### config.mk
export PLATFORM = sky130hd
export DESIGN_NAME = abgd_bridge
export DESIGN_NICKNAME = d
export VERILOG_FILES = /design/src/hw/abgd_pkg.sv /design/src/hw/abgd_guard.sv /design/src/hw/abgd_bridge.sv
export SDC_FILE = /design/constraint.sdc
export NUM_CORES = 1
export LEC_CHECK = 0
export BUFFER_PORTS_ARGS = -buffer_cell sky130_fd_sc_hd__buf_4
export CAP_MARGIN = 25
export CORE_MARGIN = 4
export CORE_UTILIZATION = 56
export DETAILED_ROUTE_END_ITERATION = 7
export PLACE_DENSITY = 0.94
export SLEW_MARGIN = 30
export SYNTH_ARGS = -nofsm -noshare
export SYNTH_HDL_FRONTEND = slang
export SYNTH_HIERARCHICAL = 1
export SYNTH_SLANG_ARGS = --single-unit
export TNS_END_PERCENT = 100
### constraint.sdc
create_clock -name ref_clk -period 7.81 [get_ports ref_clk]
set_input_delay 1.1715 -clock ref_clk [delete_from_list [all_inputs] [get_ports ref_clk]]
set_output_delay 1.1715 -clock ref_clk [all_outputs]
set_load 0.03 [all_outputs]
### src/hw/abgd_pkg.sv
// bridge package: constants shared by the bridge and its write guard
// assumes 32-bit bus data, one bus clock and 1 KB of address per peripheral

package abgd_pkg;
    // ------------------------------------------------------------
    // bus widths
    // ------------------------------------------------------------
    localparam int unsigned DATA_W = 32;
    localparam int unsigned ADDR_W = 32;
    localparam int unsigned NPERIPH = 32; // peripherals behind one bridge

    // ------------------------------------------------------------
    // peripheral slot decode: haddr[14:10] picks the peripheral
    // ------------------------------------------------------------
    localparam int unsigned SLOT_LSB = 10;
    localparam int unsigned SLOT_W = 5;
    localparam logic [SLOT_W-1:0] GUARD_SLOT = 5'h00;

    // ------------------------------------------------------------
    // guard register offsets inside its slot (byte addresses)
    // ------------------------------------------------------------
    localparam logic [9:0] OFF_PROT_CLEAR = 10'h000;
    localparam logic [9:0] OFF_PROT_SET = 10'h004;
    localparam logic [31:0] PROT_RESET = 32'h0000_0000;

    // ------------------------------------------------------------
    // upstream bus codes
    // ------------------------------------------------------------
    localparam logic [2:0] HSIZE_BYTE = 3'h0;
    localparam logic [2:0] HSIZE_HALF = 3'h1;
    localparam int unsigned HTRANS_ACTIVE_BIT = 1; // nonseq or seq
    localparam logic [3:0] DEBUG_MASTER_ID = 4'h1; // debug unit

    // ------------------------------------------------------------
    // bridge states, one-hot
    // ------------------------------------------------------------
    typedef enum logic [5:0] {
        ST_IDLE   = 6'h01,
        ST_DATA   = 6'h02,
        ST_SETUP  = 6'h04,
        ST_ACCESS = 6'h08,
        ST_ERR1   = 6'h10,
        ST_ERR2   = 6'h20
    } abgd_state_e;
endpackage

### src/hw/abgd_guard.sv
// write guard: one protection bit per peripheral, set and clear views
// assumes the caller gives one write pulse per bus write and reads vec

`timescale 1ns/1ps

module abgd_guard
    import abgd_pkg::*;
(
    input wire logic ref_clk,
    input wire logic arst_n,
    input wire logic ce,
    input wire logic wr_en,
    input wire logic wr_set,
    input wire logic [DATA_W-1:0] wr_data,
    output logic [NPERIPH-1:0] prot_vec,
    output logic wr_err
);

    logic [NPERIPH-1:0] prot_r;

    // ------------------------------------------------------------
    // double protect or double unprotect check
    // ------------------------------------------------------------
    // zero bits never raise an error
    assign wr_err = wr_set ? |(prot_r & wr_data)
                           : |(~prot_r & wr_data);
    assign prot_vec = prot_r; // same vector for both views

    // ------------------------------------------------------------
    // protection vector update, refused write leaves it as is
    // ------------------------------------------------------------
    always_ff @(posedge ref_clk or negedge arst_n) begin
        if (!arst_n) begin
            prot_r <= PROT_RESET;
        end else if (ce && wr_en && !wr_err) begin
            if (wr_set) begin
                prot_r <= prot_r | wr_data;
            end else begin
                prot_r <= prot_r & ~wr_data;
            end
        end
    end
endmodule

### src/hw/abgd_bridge.sv
// bus bridge top: upstream bus slave, downstream peripheral master,
// and the write guard of its peripherals
// assumes the bus clock runs whenever transfers are made
//
// Contract
// answer as upstream slave and turn each transfer into a peripheral access
// downstream follows the peripheral protocol: waits, errors, protection
// byte, half-word and word writes drive only the addressed strobes
// reads carry the same lane strobes as writes
// address and write data go out together in the setup cycle
// the system keeps the bridge clock running while transfers are needed
// one protection bit per peripheral, indexed by its slot
// debugger writes ignore protection
// separate clear and set addresses, no read-modify-write
// writing one to a clear bit unprotects that peripheral
// writing one to a set bit protects that peripheral
// both guard addresses read the same protection vector
// non-debug write to protected peripheral is dropped with an error
// protecting an already protected peripheral returns an error
// unprotecting an already unprotected peripheral returns an error
// guard clock on from reset, guard runs while its clock runs
// zero bits in set or clear leave protection alone, no error
// peripheral or guard errors return as upstream error responses

`timescale 1ns/1ps

module abgd_bridge
    import abgd_pkg::*;
(
    input wire logic ref_clk,
    input wire logic arst_n,
    input wire logic ce,
    input wire logic hsel,
    input wire logic [ADDR_W-1:0] haddr,
    input wire logic [1:0] htrans,
    input wire logic hwrite,
    input wire logic [2:0] hsize,
    input wire logic [3:0] hprot,
    input wire logic [3:0] hmaster,
    input wire logic [DATA_W-1:0] hwdata,
    input wire logic hready,
    output logic hreadyout,
    output logic hresp,
    output logic [DATA_W-1:0] hrdata,
    output logic psel,
    output logic penable,
    output logic [ADDR_W-1:0] paddr,
    output logic [SLOT_W-1:0] pslot,
    output logic pwrite,
    output logic [DATA_W-1:0] pwdata,
    output logic [3:0] pstrb,
    output logic [2:0] pprot,
    input wire logic [DATA_W-1:0] prdata,
    input wire logic pready,
    input wire logic pslverr
);

    abgd_state_e state_r;
    abgd_state_e state_nxt;
    logic hreadyout_r;
    logic hresp_r;
    logic [DATA_W-1:0] hrdata_r;
    logic psel_r;
    logic penable_r;
    logic [ADDR_W-1:0] paddr_r;
    logic pwrite_r;
    logic [DATA_W-1:0] pwdata_r;
    logic [3:0] pstrb_r;
    logic [2:0] pprot_r;
    logic [ADDR_W-1:0] addr_r;
    logic write_r;
    logic [2:0] size_r;
    logic [3:0] prot_r;
    logic dbg_r;
    logic take;
    logic [SLOT_W-1:0] slot;
    logic guard_hit;
    logic reg_hit;
    logic guard_we;
    logic guard_err;
    logic blocked;
    logic [NPERIPH-1:0] prot_vec;

    // ------------------------------------------------------------
    // lane strobes from size and low address
    // ------------------------------------------------------------
    function automatic logic [3:0] lane_mask(input logic [2:0] sz,
                                             input logic [1:0] a);
        logic [3:0] m;
        m = 4'hf;
        if (sz == HSIZE_BYTE) begin
            m = 4'h1 << a;
        end else if (sz == HSIZE_HALF) begin
            m = a[1] ? 4'hc : 4'h3;
        end
        return m;
    endfunction

    // ------------------------------------------------------------
    // request decode
    // ------------------------------------------------------------
    // a new address phase is only seen while the bridge shows ready
    assign take = hsel && htrans[HTRANS_ACTIVE_BIT] && hready &&
                  (state_r == ST_IDLE || state_r == ST_ERR2);
    assign slot = addr_r[SLOT_LSB +: SLOT_W];
    assign guard_hit = (slot == GUARD_SLOT);
    assign reg_hit = (addr_r[9:0] == OFF_PROT_CLEAR) ||
                     (addr_r[9:0] == OFF_PROT_SET);
    assign guard_we = (state_r == ST_DATA) && guard_hit && write_r &&
                      reg_hit;
    // debugger writes pass whatever the bit says
    assign blocked = write_r && prot_vec[slot] && !dbg_r;

    // ------------------------------------------------------------
    // write guard, its clock is the bridge clock, live from reset
    // ------------------------------------------------------------
    abgd_guard u_guard (
        .ref_clk(ref_clk),
        .arst_n(arst_n),
        .ce(ce),
        .wr_en(guard_we),
        .wr_set(addr_r[9:0] == OFF_PROT_SET),
        .wr_data(hwdata),
        .prot_vec(prot_vec),
        .wr_err(guard_err)
    );

    // ------------------------------------------------------------
    // next state
    // ------------------------------------------------------------
    always_comb begin
        state_nxt = state_r;
        unique case (state_r)
            ST_IDLE: begin
                if (take) begin
                    state_nxt = ST_DATA;
                end
            end
            ST_DATA: begin
                if (guard_hit) begin

                    state_nxt = (guard_we && guard_err) ? ST_ERR1 : ST_IDLE;
                end else if (blocked) begin
                    state_nxt = ST_ERR1;
                end else begin
                    state_nxt = ST_SETUP;
                end
            end
            ST_SETUP: begin
                state_nxt = ST_ACCESS;
            end
            ST_ACCESS: begin
                if (pready) begin
                    state_nxt = pslverr ? ST_ERR1 : ST_IDLE;
                end
            end
            ST_ERR1: begin
                state_nxt = ST_ERR2;
            end
            ST_ERR2: begin
                state_nxt = take ? ST_DATA : ST_IDLE;
            end
            default: begin
                state_nxt = ST_IDLE;
            end
        endcase
    end

    // ------------------------------------------------------------
    // state register
    // ------------------------------------------------------------
    always_ff @(posedge ref_clk or negedge arst_n) begin
        if (!arst_n) begin
            state_r <= ST_IDLE;
        end else if (ce) begin
            state_r <= state_nxt;
        end
    end

    // ------------------------------------------------------------
    // captured address phase
    // ------------------------------------------------------------
    always_ff @(posedge ref_clk or negedge arst_n) begin
        if (!arst_n) begin
            addr_r <= '0;
            write_r <= 1'b0;
            size_r <= 3'h0;
            prot_r <= 4'h0;
            dbg_r <= 1'b0;
        end else if (ce && take) begin
            addr_r <= haddr;
            write_r <= hwrite;
            size_r <= hsize;
            prot_r <= hprot;
            dbg_r <= (hmaster == DEBUG_MASTER_ID);
        end
    end

    // ------------------------------------------------------------
    // upstream answer: stall, two-cycle error, read data
    // ------------------------------------------------------------
    always_ff @(posedge ref_clk or negedge arst_n) begin
        if (!arst_n) begin
            hreadyout_r <= 1'b1;
            hresp_r <= 1'b0;
            hrdata_r <= '0;
        end else if (ce) begin
            hreadyout_r <= (state_nxt == ST_IDLE) ||
                           (state_nxt == ST_ERR2);

            hresp_r <= (state_nxt == ST_ERR1) || (state_nxt == ST_ERR2);
            if (state_r == ST_DATA && guard_hit && !write_r) begin
                hrdata_r <= reg_hit ? prot_vec : '0;
            end else if (state_r == ST_ACCESS && pready && !pslverr) begin
                hrdata_r <= prdata;
            end
        end
    end

    // ------------------------------------------------------------
    // downstream phases
    // ------------------------------------------------------------
    always_ff @(posedge ref_clk or negedge arst_n) begin
        if (!arst_n) begin
            psel_r <= 1'b0;
            penable_r <= 1'b0;
        end else if (ce) begin
            psel_r <= (state_nxt == ST_SETUP) ||
                      (state_nxt == ST_ACCESS);
            penable_r <= (state_nxt == ST_ACCESS);
        end
    end

    // ------------------------------------------------------------
    // downstream address, data, strobes, protection
    // ------------------------------------------------------------
    always_ff @(posedge ref_clk or negedge arst_n) begin
        if (!arst_n) begin
            paddr_r <= '0;
            pwrite_r <= 1'b0;
            pwdata_r <= '0;
            pstrb_r <= 4'h0;
            pprot_r <= 3'h0;
        end else if (ce && state_nxt == ST_SETUP) begin
            // address and data leave in the same cycle
            paddr_r <= addr_r;
            pwrite_r <= write_r;
            pwdata_r <= hwdata;
            pstrb_r <= lane_mask(size_r, addr_r[1:0]);
            // privileged, secure, data or instruction
            pprot_r <= {~prot_r[0], 1'b0, prot_r[1]};
        end
    end

    assign hreadyout = hreadyout_r;
    assign hresp = hresp_r;
    assign hrdata = hrdata_r;
    assign psel = psel_r;
    assign penable = penable_r;
    assign paddr = paddr_r;
    assign pslot = paddr_r[SLOT_LSB +: SLOT_W];
    assign pwrite = pwrite_r;
    assign pwdata = pwdata_r;
    assign pstrb = pstrb_r;
    assign pprot = pprot_r;
endmodule

==> results of run 1 <==
[cells in the final DEF, fill, tap and decap left out, drive strengths merged, types with 2 or more instances in the layout]
cell type | synthesis | layout
mux4 | 6 | 6
dfstp | 2 | 2
nor3 | 3 | 3
nor3b | 2 | 2
or3 | 2 | 2
mux2i | 6 | 6
and2b | 2 | 2
o22ai | 2 | 2
nor2b | 20 | 20
buf | 32 | 236
a21o | 3 | 3
a31oi | 3 | 3
a221oi | 2 | 2
nor4 | 7 | 7
nand2 | 77 | 77
mux2 | 168 | 168
o211ai | 32 | 32
inv | 15 | 21
o21ai | 48 | 48
a22o | 2 | 2
nand3 | 7 | 7
nand4 | 6 | 6
nand2b | 5 | 5
dfrtp | 182 | 182
clkbuf | 21 | 19
or4 | 4 | 4
a21boi | 2 | 2
a22oi | 11 | 11
clkinvlp | 0 | 2
nor2 | 11 | 11
clkinv | 1 | 5
and2 | 3 | 3
a21oi | 8 | 8
a2111oi | 8 | 8
nand3b | 2 | 2
[report_power, final]
| group | leakage, nW | switching [mW] | internal [mW] |
|---|---|---|---|
| combinational | 3.00 | 0.483 | 0.403 |
| clock | 0.283 | 0.389 | 0.466 |
| sequential | 2.46 | 0.174 | 1.17 |
| total | 5.74 | 1.05 | 2.04 |
[area by class of cell]
cell class,instances,area (um^2),share of cell area [%]
well taps,216,270.3,2.374
multi-input cells,465,4040,35.48
flip-flops and latches,184,4607,40.46
inverters,16,61.31,0.5385
clock buffers,19,452.9,3.978
repair buffers,236,1819,15.98
clock inverters,13,135.1,1.187
[worst register-to-register path, cell delays in order (launching register included)]
cell and delay, ns:
dfrtp_1 0.39, or4_1 0.59, nor4_4 0.24, buf_4 0.37
and2_1 0.18, buf_4 0.34, nand4_1 0.29, nor4_4 0.31
buf_4 0.50, nor2_1 0.20, nand3_1 0.12, o22ai_1 0.07
a21oi_1 0.22, a31oi_1 0.12
[worst max-delay path by stage]
stage | from | endpoint | slack, ns
final | addr_r[5]$_DFFE_PN0P_ | hresp$_DFFE_PN0P_ | 3.75
after global placement | addr_r[5]$_DFFE_PN0P_ | hresp$_DFFE_PN0P_ | 3.98
after global routing | addr_r[5]$_DFFE_PN0P_ | hresp$_DFFE_PN0P_ | 3.52
after floorplan | addr_r[5]$_DFFE_PN0P_ | hresp$_DFFE_PN0P_ | 4.51
after detailed placement | addr_r[5]$_DFFE_PN0P_ | hresp$_DFFE_PN0P_ | 3.92
after CTS | addr_r[5]$_DFFE_PN0P_ | hresp$_DFFE_PN0P_ | 3.83
[cell families after synthesis]
group                     Yosys count  share of synthesized area, %
AOI/OAI and AO/OA                 127                         11.22
DFF                               184                         51.08
muxes                             180                         24.35
other                               1                       0.04158
xor gates and xnor gates            2                        0.1943
buffers and inverters              69                         4.315
and+or+nand+nor                   155                         8.796
[stage by stage]
step	utilization (%)	std cells	cell area (um^2)	hold WS [ns]
2_1_floorplan	-	718	9019	0.4337
3_3_place_gp	67.79	1114	10730	0.4454
3_5_place_dp	67.86	1115	10740	0.4771
4_1_cts	71.57	1147	11330	0.4860
5_1_grt	71.94	1149	11390	0.5014
6_report	71.94	1149	11390	0.4937
[per-layer routing]
metal | global-route usage, % | vias up | wire length, um
met5 | 0 | - | 0
met4 | 9.842 | 0 | 618
met3 | 7.712 | 58 | 2016
met2 | 41.69 | 284 | 11330
met1 | 32.35 | 3334 | 9135
li1 | - | 2982 | -
==> parameters.txt, run 1 <==
Parameter                              Value

Outcome
  Status ... finished, final reports clean

Yosys
  Cell with the most instances after synthesis ... dfrtp_1
  Cell type with the highest aggregate area in the netlist ... dfrtp_1
  Number of flip-flops and latches in the synthesized netlist ... 184
  Fraction of post-synthesis cell area in the top cell type by area ... between 50% and 60%
  Netlist area before placement ... ~0.0090 mm^2
  Post-synthesis sequential area ratio ... 51.08%
  Number of enable flip-flop cells after synthesis ... 0
  Synthesized area divided by synthesized cell count ... between 10 and 15 um^2
  Number of nets produced by synthesis ... between 800 and 900
  Unique cell type count in the Yosys netlist ... 59
  Leading register cell type out of synthesis ... dfrtp_1
  Top cells by area in the synthesized netlist ... dfrtp_1, mux2_2, mux2_4
  Async set or reset register ratio after synthesis ... 100.0%
  Post-synth top cells ... dfrtp_1, mux2_2, nand2_1
  Post-synthesis cell count ... slightly above 700
  Yosys warning total ... 6

Clocking
  Total of hold buffers inserted after clock tree synthesis ... 0
  TritonCTS buffer count ... 17
  Setup fix buffers added after clock tree synthesis ... 0
  Maximum root-to-sink buffer count ... 2
  Latest clock arrival within the worst-skew pair ... 0.43 ns
  Clock sinks ... around 180
  Clock-pin transition on the worst setup and hold timing paths ... around 0.070 ns
  Clock Root Buffer ... clkbuf_16
  Number of instances resized during post-cts repair ... 0
  Number of levels in the clock H-tree ... 4
  TritonCTS clock tree ... done

Pwr
  Cell Pwr Density ... roughly 270 mW/mm^2
  Maximum VDD drop ... around 160 uV
  Static Leakage ... between 5 and 6 nW
  Overall power ... 3.086 mW

Drt
  Drt via density ... around 5.8
  DRC viols ... 0
  DRC marker count from the first detailed-route iteration ... 470
  Total number of vias ... around 6700
  Post-route ant nets ... 0
  Drt first pass iters ... 5
  Routed length per placed instance ... between 20 and 25 um
  Routed wire length ... approximately 23000 um

Critical path
  Setup crit end kind ... flop
  Critical register-to-register path startpoint ... addr_r[5]$_DFFE_PN0P_
  Critical-path top delay cell ... or4_1
  Top Family by Delay on Critical Path ... simple AND/OR/NAND/NOR gates
  Depth of the worst register-to-register path ... 13
  Cell breakdown of the critical path ... or4_1 -> nor4_4 -> buf_4 -> and2_1 -> buf_4 -> nand4_1 -> nor4_4 -> buf_4 -> nor2_1 -> nand3_1 -> o22ai_1 -> a21oi_1 -> a31oi_1
  Arrival @ worst endpoint ... 4.37 ns
  Worst r2r dst ... hresp$_DFFE_PN0P_
  Register-to-Register Setup Slack ... between 3 and 4 ns
  Slowest stage delay, CP ... just under 0.6 ns
  CP Max Fanout ... 36
  CP Data Required Time ... a little over 8 ns
  Critical path class ... flop to flop
  Sum of buffers and inverters on the critical path ... 3
  Most common cell type on the critical path ... buf_4
  CP Depth ... 13
  Worst Setup Start Kind ... flop

Global routing
  Antenna violations before repair ... 0
  Largest net degree at the start of global routing ... 112
  Grt ovf ... 0
  Overall Global Routing Usage ... 25.60%
  Vias in the first global route ... about 7000
  Global-route wire length before repair ... roughly 37000 um

STA
  Max-slew violation count ... 0
  Aggregate negative setup slack ... 0 ns
  Final Hold Vio Count ... 0
  Actual slew at the worst max-slew pin ... 0.8425 ns
  Worst Clk Skew ... 0.009421 ns
  Maximum clock frequency ... about 0.25 GHz
  Final setup margin ... approximately 3.7 ns
  Worst-case headroom to the max-slew limit ... a little over two fifths
  Ratio of final minimum period to clock period ... 52.04%
  Setup Viol. Count Final ... 0
  Time the worst path needs with I/O delays and setup ... between 4 and 5 ns
  RSZ-0062 raised after global routing ... no

Place
  Detailed-placement wirelength estimate ... 16450 um
  Final Wtd Congestion ... 0.9634
  Port Buffers ... around 230
  Post-place setup slack ... around 3.9 ns

Worst hold path
  Hold Path Depth ... 1
  Class of the tightest hold or removal check ... flop to flop
  Start point of the worst hold path ... prot_r[0]$_DFFE_PN0P_
  End point of the most critical hold path ... pprot[2]$_DFFE_PN0P_

Finish
  Total inserted antenna cells ... 0
  Number of fillers in the final layout ... about 1100
  Final layout net count ... 1037
  Layout-stage area growth over the synthesis result ... 26.25%
  Ratio of cells with drive above 1 in the final layout ... 48.34%

Floorplanning
  Starting utilization of the core area ... a little under three fifths
  Total core area ... about 0.016 mm^2
  Vert. Die Dim ... between 100 and 150 um
  Floorplan die width ... about 130 um
  Die footprint ... between 0.015 and 0.02 mm^2
  I/O Pins ... 230
  Number of rows in the core area ... 46

Job
  Max cap viols ... 0
Note: power is estimated with default switching activity, not from simulation.
==> run 2: changes to the inputs <==
- ABC_AREA: default -> 1
- CORE_UTILIZATION: 56 -> 48
- PLACE_DENSITY: 0.94 -> 0.86
- clock period: 7.81 -> 3.71 ns (I/O delays scaled with it)
==> parameters.txt, run 2 <==
Parameter                              Value

Pwr
  Share of power burned in registers ... a little over two fifths
  Total internal power ... 4.152 mW
  Power share of the combinational group ... just under 30%
  Static Leakage ... approximately 5.9 nW
  Overall power ... 6.529 mW
  Cell Pwr Density ... 584.7 mW/mm^2
  Clock power share ... 28.2%
  Maximum VDD drop ... around 420 uV
  Switch Pwr ... about 2.4 mW
  Switching Share ... 36.41%

Clocking
  Maximum root-to-sink buffer count ... 2
  Clock sinks ... between 150 and 200
  Clock-pin transition on the worst setup and hold timing paths ... ~0.070 ns
  Total of hold buffers inserted after clock tree synthesis ... 0
  Number of instances resized during post-cts repair ... 0
  TritonCTS clock tree ... done
  Number of levels in the clock H-tree ... 4
  Clock Root Buffer ... clkbuf_16
  Setup fix buffers added after clock tree synthesis ... 0
  Latest clock arrival within the worst-skew pair ... around 0.43 ns
  TritonCTS buffer count ... 17

Yosys
  Post-synthesis sequential area ratio ... just over 50%
  Post-synth top cells ... nand2_1, dfrtp_1, o21ai_0
  Synthesized area divided by synthesized cell count ... ~7.6 um^2
  Top cells by area in the synthesized netlist ... dfrtp_1, nand2_1, o21ai_0
  Cell type with the highest aggregate area in the netlist ... dfrtp_1
  Number of enable flip-flop cells after synthesis ... 0
  Yosys warning total ... 6
  Async set or reset register ratio after synthesis ... 100.0%
  Number of nets produced by synthesis ... around 1300
  Leading register cell type out of synthesis ... dfrtp_1
  Unique cell type count in the Yosys netlist ... 30
  Cell with the most instances after synthesis ... nand2_1
  Post-synthesis cell count ... around 1200
  Number of flip-flops and latches in the synthesized netlist ... around 180
  Fraction of post-synthesis cell area in the top cell type by area ... just over 50%
  Netlist area before placement ... a little under 0.009 mm^2

Critical path
  Depth of the worst register-to-register path ... 12
  CP Max Fanout ... between 70 and 80
  Worst Setup Start Kind ... flop
  CP Data Required Time ... around 4.1 ns
  Setup crit end kind ... flop
  Critical path class ... flop to flop
  Arrival @ worst endpoint ... 3.26 ns

Finish
  Most frequent standard cell in the layout excluding fill and tap cells ... nand2_1
  Layout-stage area growth over the synthesis result ... 25.71%
  Ratio of cells with drive above 1 in the final layout ... between 20% and 30%
  Final layout net count ... between 1000 and 1500
  Leading cell types in the layout, fill and taps excluded ... nand2_1, buf_4, dfrtp_1, o21ai_0, nand3_1
  Number of fillers in the final layout ... about 1600
  Total inserted antenna cells ... 0

Floorplanning
  Starting utilization of the core area ... around 49%
  Number of rows in the core area ... just under 50
  I/O Pins ... 230
  Floorplan die width ... about 140 um
  Total core area ... 0.01809 mm^2
  Vert. Die Dim ... ~140 um
  Die footprint ... 0.02074 mm^2

Drt
  DRC viols ... 0
  Post-route ant nets ... 0
  Routed wire length ... roughly 25000 um
  Drt via density ... between 5 and 6
  Total number of vias ... roughly 8400
  Drt first pass iters ... 8
  Routed length per placed instance ... between 15 and 20 um
  DRC marker count from the first detailed-route iteration ... between 700 and 800

STA
  Worst-case headroom to the max-slew limit ... 46.34%
  RSZ-0062 raised after global routing ... no
  Setup Viol. Count Final ... 0
  Worst Clk Skew ... ~0.013 ns
  Final Hold Vio Count ... 0
  Time the worst path needs with I/O delays and setup ... 2.920 ns
  Maximum clock frequency ... 0.3425 GHz
  Max-slew violation count ... 0
  Ratio of final minimum period to clock period ... 78.70%
  Aggregate negative setup slack ... 0 ns
  Actual slew at the worst max-slew pin ... 0.8038 ns

Worst hold path
  Class of the tightest hold or removal check ... input port to async pin

Global routing
  Largest net degree at the start of global routing ... just over 90
  Vias in the first global route ... 7959
  Global-route wire length before repair ... 39970 um
  Antenna violations before repair ... 0
  Grt ovf ... 0
  Overall Global Routing Usage ... 24.53%

Job
  Max cap viols ... 0

Place
  Final Wtd Congestion ... slightly above 0.9
  Detailed-placement wirelength estimate ... about 18000 um
  Port Buffers ... roughly 230

Outcome
  Status ... finished, final reports clean
==> run 2: layout make-up <==
type                            instances  area, um^2  area share [%]
Sequential cell                       184        4607           41.26
Multi-Input combinational cell        851        3606           32.29
Timing Repair Buffer                  235        1795           16.08
Clock buffer                           19       452.9           4.056
Tap cell                              229       286.5           2.566
Inverter                               73       277.8           2.488
Clock inverter                         12       140.1           1.255
==> run 2: power by group through the flow <==
stage	clock network, mW	logic, mW	registers [mW]
global placement	0	1.90	2.76
finish	1.84	1.93	2.75
floorplan	0	0.728	3.17
global route	1.97	2.11	2.80
detailed placement	0	1.95	2.78
CTS	1.87	1.95	2.75
==> run 2: worst paths after layout <==
kind	from	endpoint	slack [ns]
worst max-delay path	addr_r[10]$_DFFE_PN0P_	paddr[1]$_DFFE_PN0P_	0.79
worst max register to register	addr_r[10]$_DFFE_PN0P_	paddr[1]$_DFFE_PN0P_	0.79
worst min-delay path	arst_n	hrdata[15]$_DFFE_PN0P_	0.17
worst min register to register	prot_r[0]$_DFFE_PN0P_	pprot[2]$_DFFE_PN0P_	0.46
min in group ref_clk	hprot[1]	prot_r[1]$_DFFE_PN0P_	0.32
max in group asynchronous	arst_n	state_r[0]$_DFFE_PN1P_	2.66
==> run 2: worst max-delay path: stages, from the launching register on <==
cell     delay, ns
dfrtp_1       0.62
inv_4         0.31
nand2_1       0.10
nand3_1       0.10
nand3_1       0.09
nand2_1       0.12
nand2_1       0.06
nand3_1       0.11
nand3_2       0.13
nand4_4       0.24
buf_4         0.64
nand2_1       0.11
o21ai_1       0.13
==> run 2: cells by family after synthesis <==
| family | share of synthesized area [%] |
|---|---|
| AND/OR/NAND/NOR | 33.44 |
| flip-flops | 51.87 |
| buffers and inverters | 7.762 |
| AO/OA/AOI/OAI | 6.888 |
| other | 0.04222 |
==> run 2: per-stage QoR <==
| step | instances | cell area, um^2 | util (%) | setup WS, ns | hold WS, ns |
|---|---|---|---|---|---|
| after floorplan | 1173 | 8882 | - | 1.610 | 0.2609 |
| after global placement | 1572 | 10570 | 58.42 | 0.8702 | 0.4362 |
| after detailed placement | 1572 | 10570 | 58.42 | 0.8027 | 0.4534 |
| after CTS | 1603 | 11160 | 61.70 | 0.7602 | 0.2055 |
| after global routing | 1603 | 11170 | 61.74 | 0.5087 | 0.2404 |
| final | 1603 | 11170 | 61.74 | 0.7903 | 0.1673 |
==> run 2: layer usage <==
layer | up-vias | GRT usage (%) | wire, um
li1 | 4073 | - | -
met1 | 3881 | 32.54 | 10420
met2 | 407 | 39.59 | 11750
met3 | 46 | 5.655 | 2558
met4 | 0 | 9.118 | 638
met5 | - | 0 | 0
==> run 3: changes to the inputs <==
- ABC_AREA: 1 -> 0
- clock period: 3.71 -> 2.4 ns (I/O delays scaled with it)
==> parameters.txt, run 3 (synthesis gave the netlist of run 1 again) <==
Parameter                              Value

Outcome
  Status ... finished with violations
  Failing checks ... negative setup slack

Place
  Final Wtd Congestion ... 0.9746
  Port Buffers ... 225
  Detailed-placement wirelength estimate ... around 19000 um
  Post-place setup slack ... -0.2172 ns
  Post-place instance area ... 0.01170 mm^2
  Instance count after placement with tap cells included ... between 1000 and 1500

Clocking
  Clock Root Buffer ... clkbuf_16
  Maximum root-to-sink buffer count ... 2
  Clock sinks ... roughly 180
  Clock-pin transition on the worst setup and hold timing paths ... about 0.070 ns
  Number of levels in the clock H-tree ... 4
  TritonCTS clock tree ... done
  TritonCTS buffer count ... 17
  Latest clock arrival within the worst-skew pair ... roughly 0.43 ns

Drt
  Drt via density ... slightly below 6
  Detailed route wirelength on metal2 ... about 15000 um
  DRC marker count from the first detailed-route iteration ... around 690
  Post-route ant nets ... 0
  Highest Signal Layer ... met4
  DRC viols ... 0
  WL met1 ... ~12000 um
  Routed length per placed instance ... 23.82 um
  Drt first pass iters ... 6
  DR WL met3 ... around 2200 um
  Routed wire length ... approximately 30000 um
  Total number of vias ... between 7000 and 8000

Global routing
  Antenna violations before repair ... 0
  Global-route wire length before repair ... 44400 um
  Grt ovf ... 0
  Vias in the first global route ... ~8000
  Overall Global Routing Usage ... between 20% and 30%
  Largest net degree at the start of global routing ... between 50 and 60

STA
  RSZ-0062 raised after global routing ... yes
  Setup Viol. Count Final ... between 100 and 150
  Final Hold Vio Count ... 0
  Max-slew violation count ... 0
  Worst Clk Skew ... 0.01061 ns
  Worst-case headroom to the max-slew limit ... approximately 61%
  Time the worst path needs with I/O delays and setup ... between 2 and 3 ns
  Aggregate negative setup slack ... -18.79 ns
  Actual slew at the worst max-slew pin ... between 0.5 and 0.6 ns
  Worst-case hold slack ... roughly 0.14 ns
  Final setup margin ... -0.3445 ns
  Maximum clock frequency ... around 0.36 GHz
  Ratio of final minimum period to clock period ... 114.4%

Critical path
  Worst Setup Start Kind ... flop
  Setup crit end kind ... flop
  CP Data Required Time ... 2.71 ns
  Critical path class ... flop to flop
  CP Max Fanout ... 14
  Arrival @ worst endpoint ... roughly 3 ns

Finish
  Register Area ... between 0.004 and 0.005 mm^2
  Total area of multi-input combinational cells ... about 0.0048 mm^2
  Leading cell types in the layout, fill and taps excluded ... buf_4, dfrtp_1, mux2_4, mux2_2, nand2_1
  Layout-stage area growth over the synthesis result ... 49.89%
  Ratio of cells with drive above 1 in the final layout ... between 60% and 70%
  Final cell area excluding filler cells ... 0.01352 mm^2
  Finished Layout Cells ... ~1300
  Number of fillers in the final layout ... about 1100
  Total inserted antenna cells ... 0
  Final layout net count ... 1152
  Final Core Density ... 74.24%
  Most frequent standard cell in the layout excluding fill and tap cells ... buf_4

Pwr
  Clock power share ... about a quarter
  Switch Pwr ... ~3.7 mW
  Share of power burned in registers ... 40.1%
  Cell Pwr Density ... 799.0 mW/mm^2
  Switching Share ... 33.92%
  Total internal power ... ~7.1 mW
  Power share of the combinational group ... about 34%
  Static Leakage ... between 6 and 7 nW
  Overall power ... between 10 and 15 mW
  Maximum VDD drop ... between 500 and 600 uV

Floorplanning
  I/O Pins ... between 200 and 250
  Number of rows in the core area ... 49
  Total core area ... roughly 0.018 mm^2
  Vert. Die Dim ... 145.1 um
  Floorplan die width ... between 100 and 150 um
  Die footprint ... 0.02105 mm^2
  Starting utilization of the core area ... 49.53%

Worst hold path
  Class of the tightest hold or removal check ... input port to flop

Job
  Max cap viols ... 0
-- run 3: worst max-delay path, cell delays in order, from the launching register on --
cell and delay [ns]:
dfrtp_1 0.50, nor2b_1 0.11, a2111oi_0 0.55, nand4_1 0.29, nor3_4 0.33, buf_4 0.32, o211ai_2 0.17, mux2_4 0.34
-- run 3: routing by layer --
layer | vias to the layer above | global-route usage, %
li1 | 3244 | -
met1 | 3788 | 34.07
met2 | 392 | 43.71
met3 | 92 | 6.018
met4 | 0 | 11.25
met5 | - | 0
-- run 3: final cells by class --
cell class / count / share of cell area, %
Clock buffer: 19 / 3.351
Timing Repair Buffer: 351 / 23.67
Tap cell: 229 / 2.120
Multi-Input combinational cell: 465 / 35.25
Sequential cell: 184 / 34.09
Inverter: 16 / 0.4813
Clock inverter: 12 / 1.046
-- run 3: timing repair --
| action | in CTS | in global routing |
|---|---|---|
| gates resized for setup | 106 | 120 |
| buffers inserted | 13 | 8 |
| cloned | 13 | 3 |
| pin swaps | 19 | 36 |
| endpoints found under the hold margin | 48 | 0 |
| hold buffers | 1 | 0 |
| endpoints found under the setup margin | 139 | 139 |
-- run 3: worst paths after layout --
check,slack (ns),end,depth (start not counted),startpoint
setup / recovery,-0.34,flop,7,flop
setup reg to reg,-0.34,flop,7,flop
max in group asynchronous,1.20,hreadyout$_DFFE_PN1P_,3,arst_n
min in group asynchronous,0.46,pwdata[22]$_DFFE_PN0P_,2,arst_n
hold reg to reg,0.47,pprot[2]$_DFFE_PN0P_,1,prot_r[0]$_DFFE_PN0P_
hold / removal,0.14,addr_r[1]$_DFFE_PN0P_,3,haddr[1]
-- run 3: power groups by stage --
stage	logic, mW	registers [mW]	clock network [mW]
6_report	3.61	4.33	2.86
5_1_grt	3.82	4.41	3.02
4_1_cts	3.41	4.29	2.89
3_5_place_dp	3.32	4.33	0
3_3_place_gp	3.23	4.28	0
2_1_floorplan	1.20	4.99	0
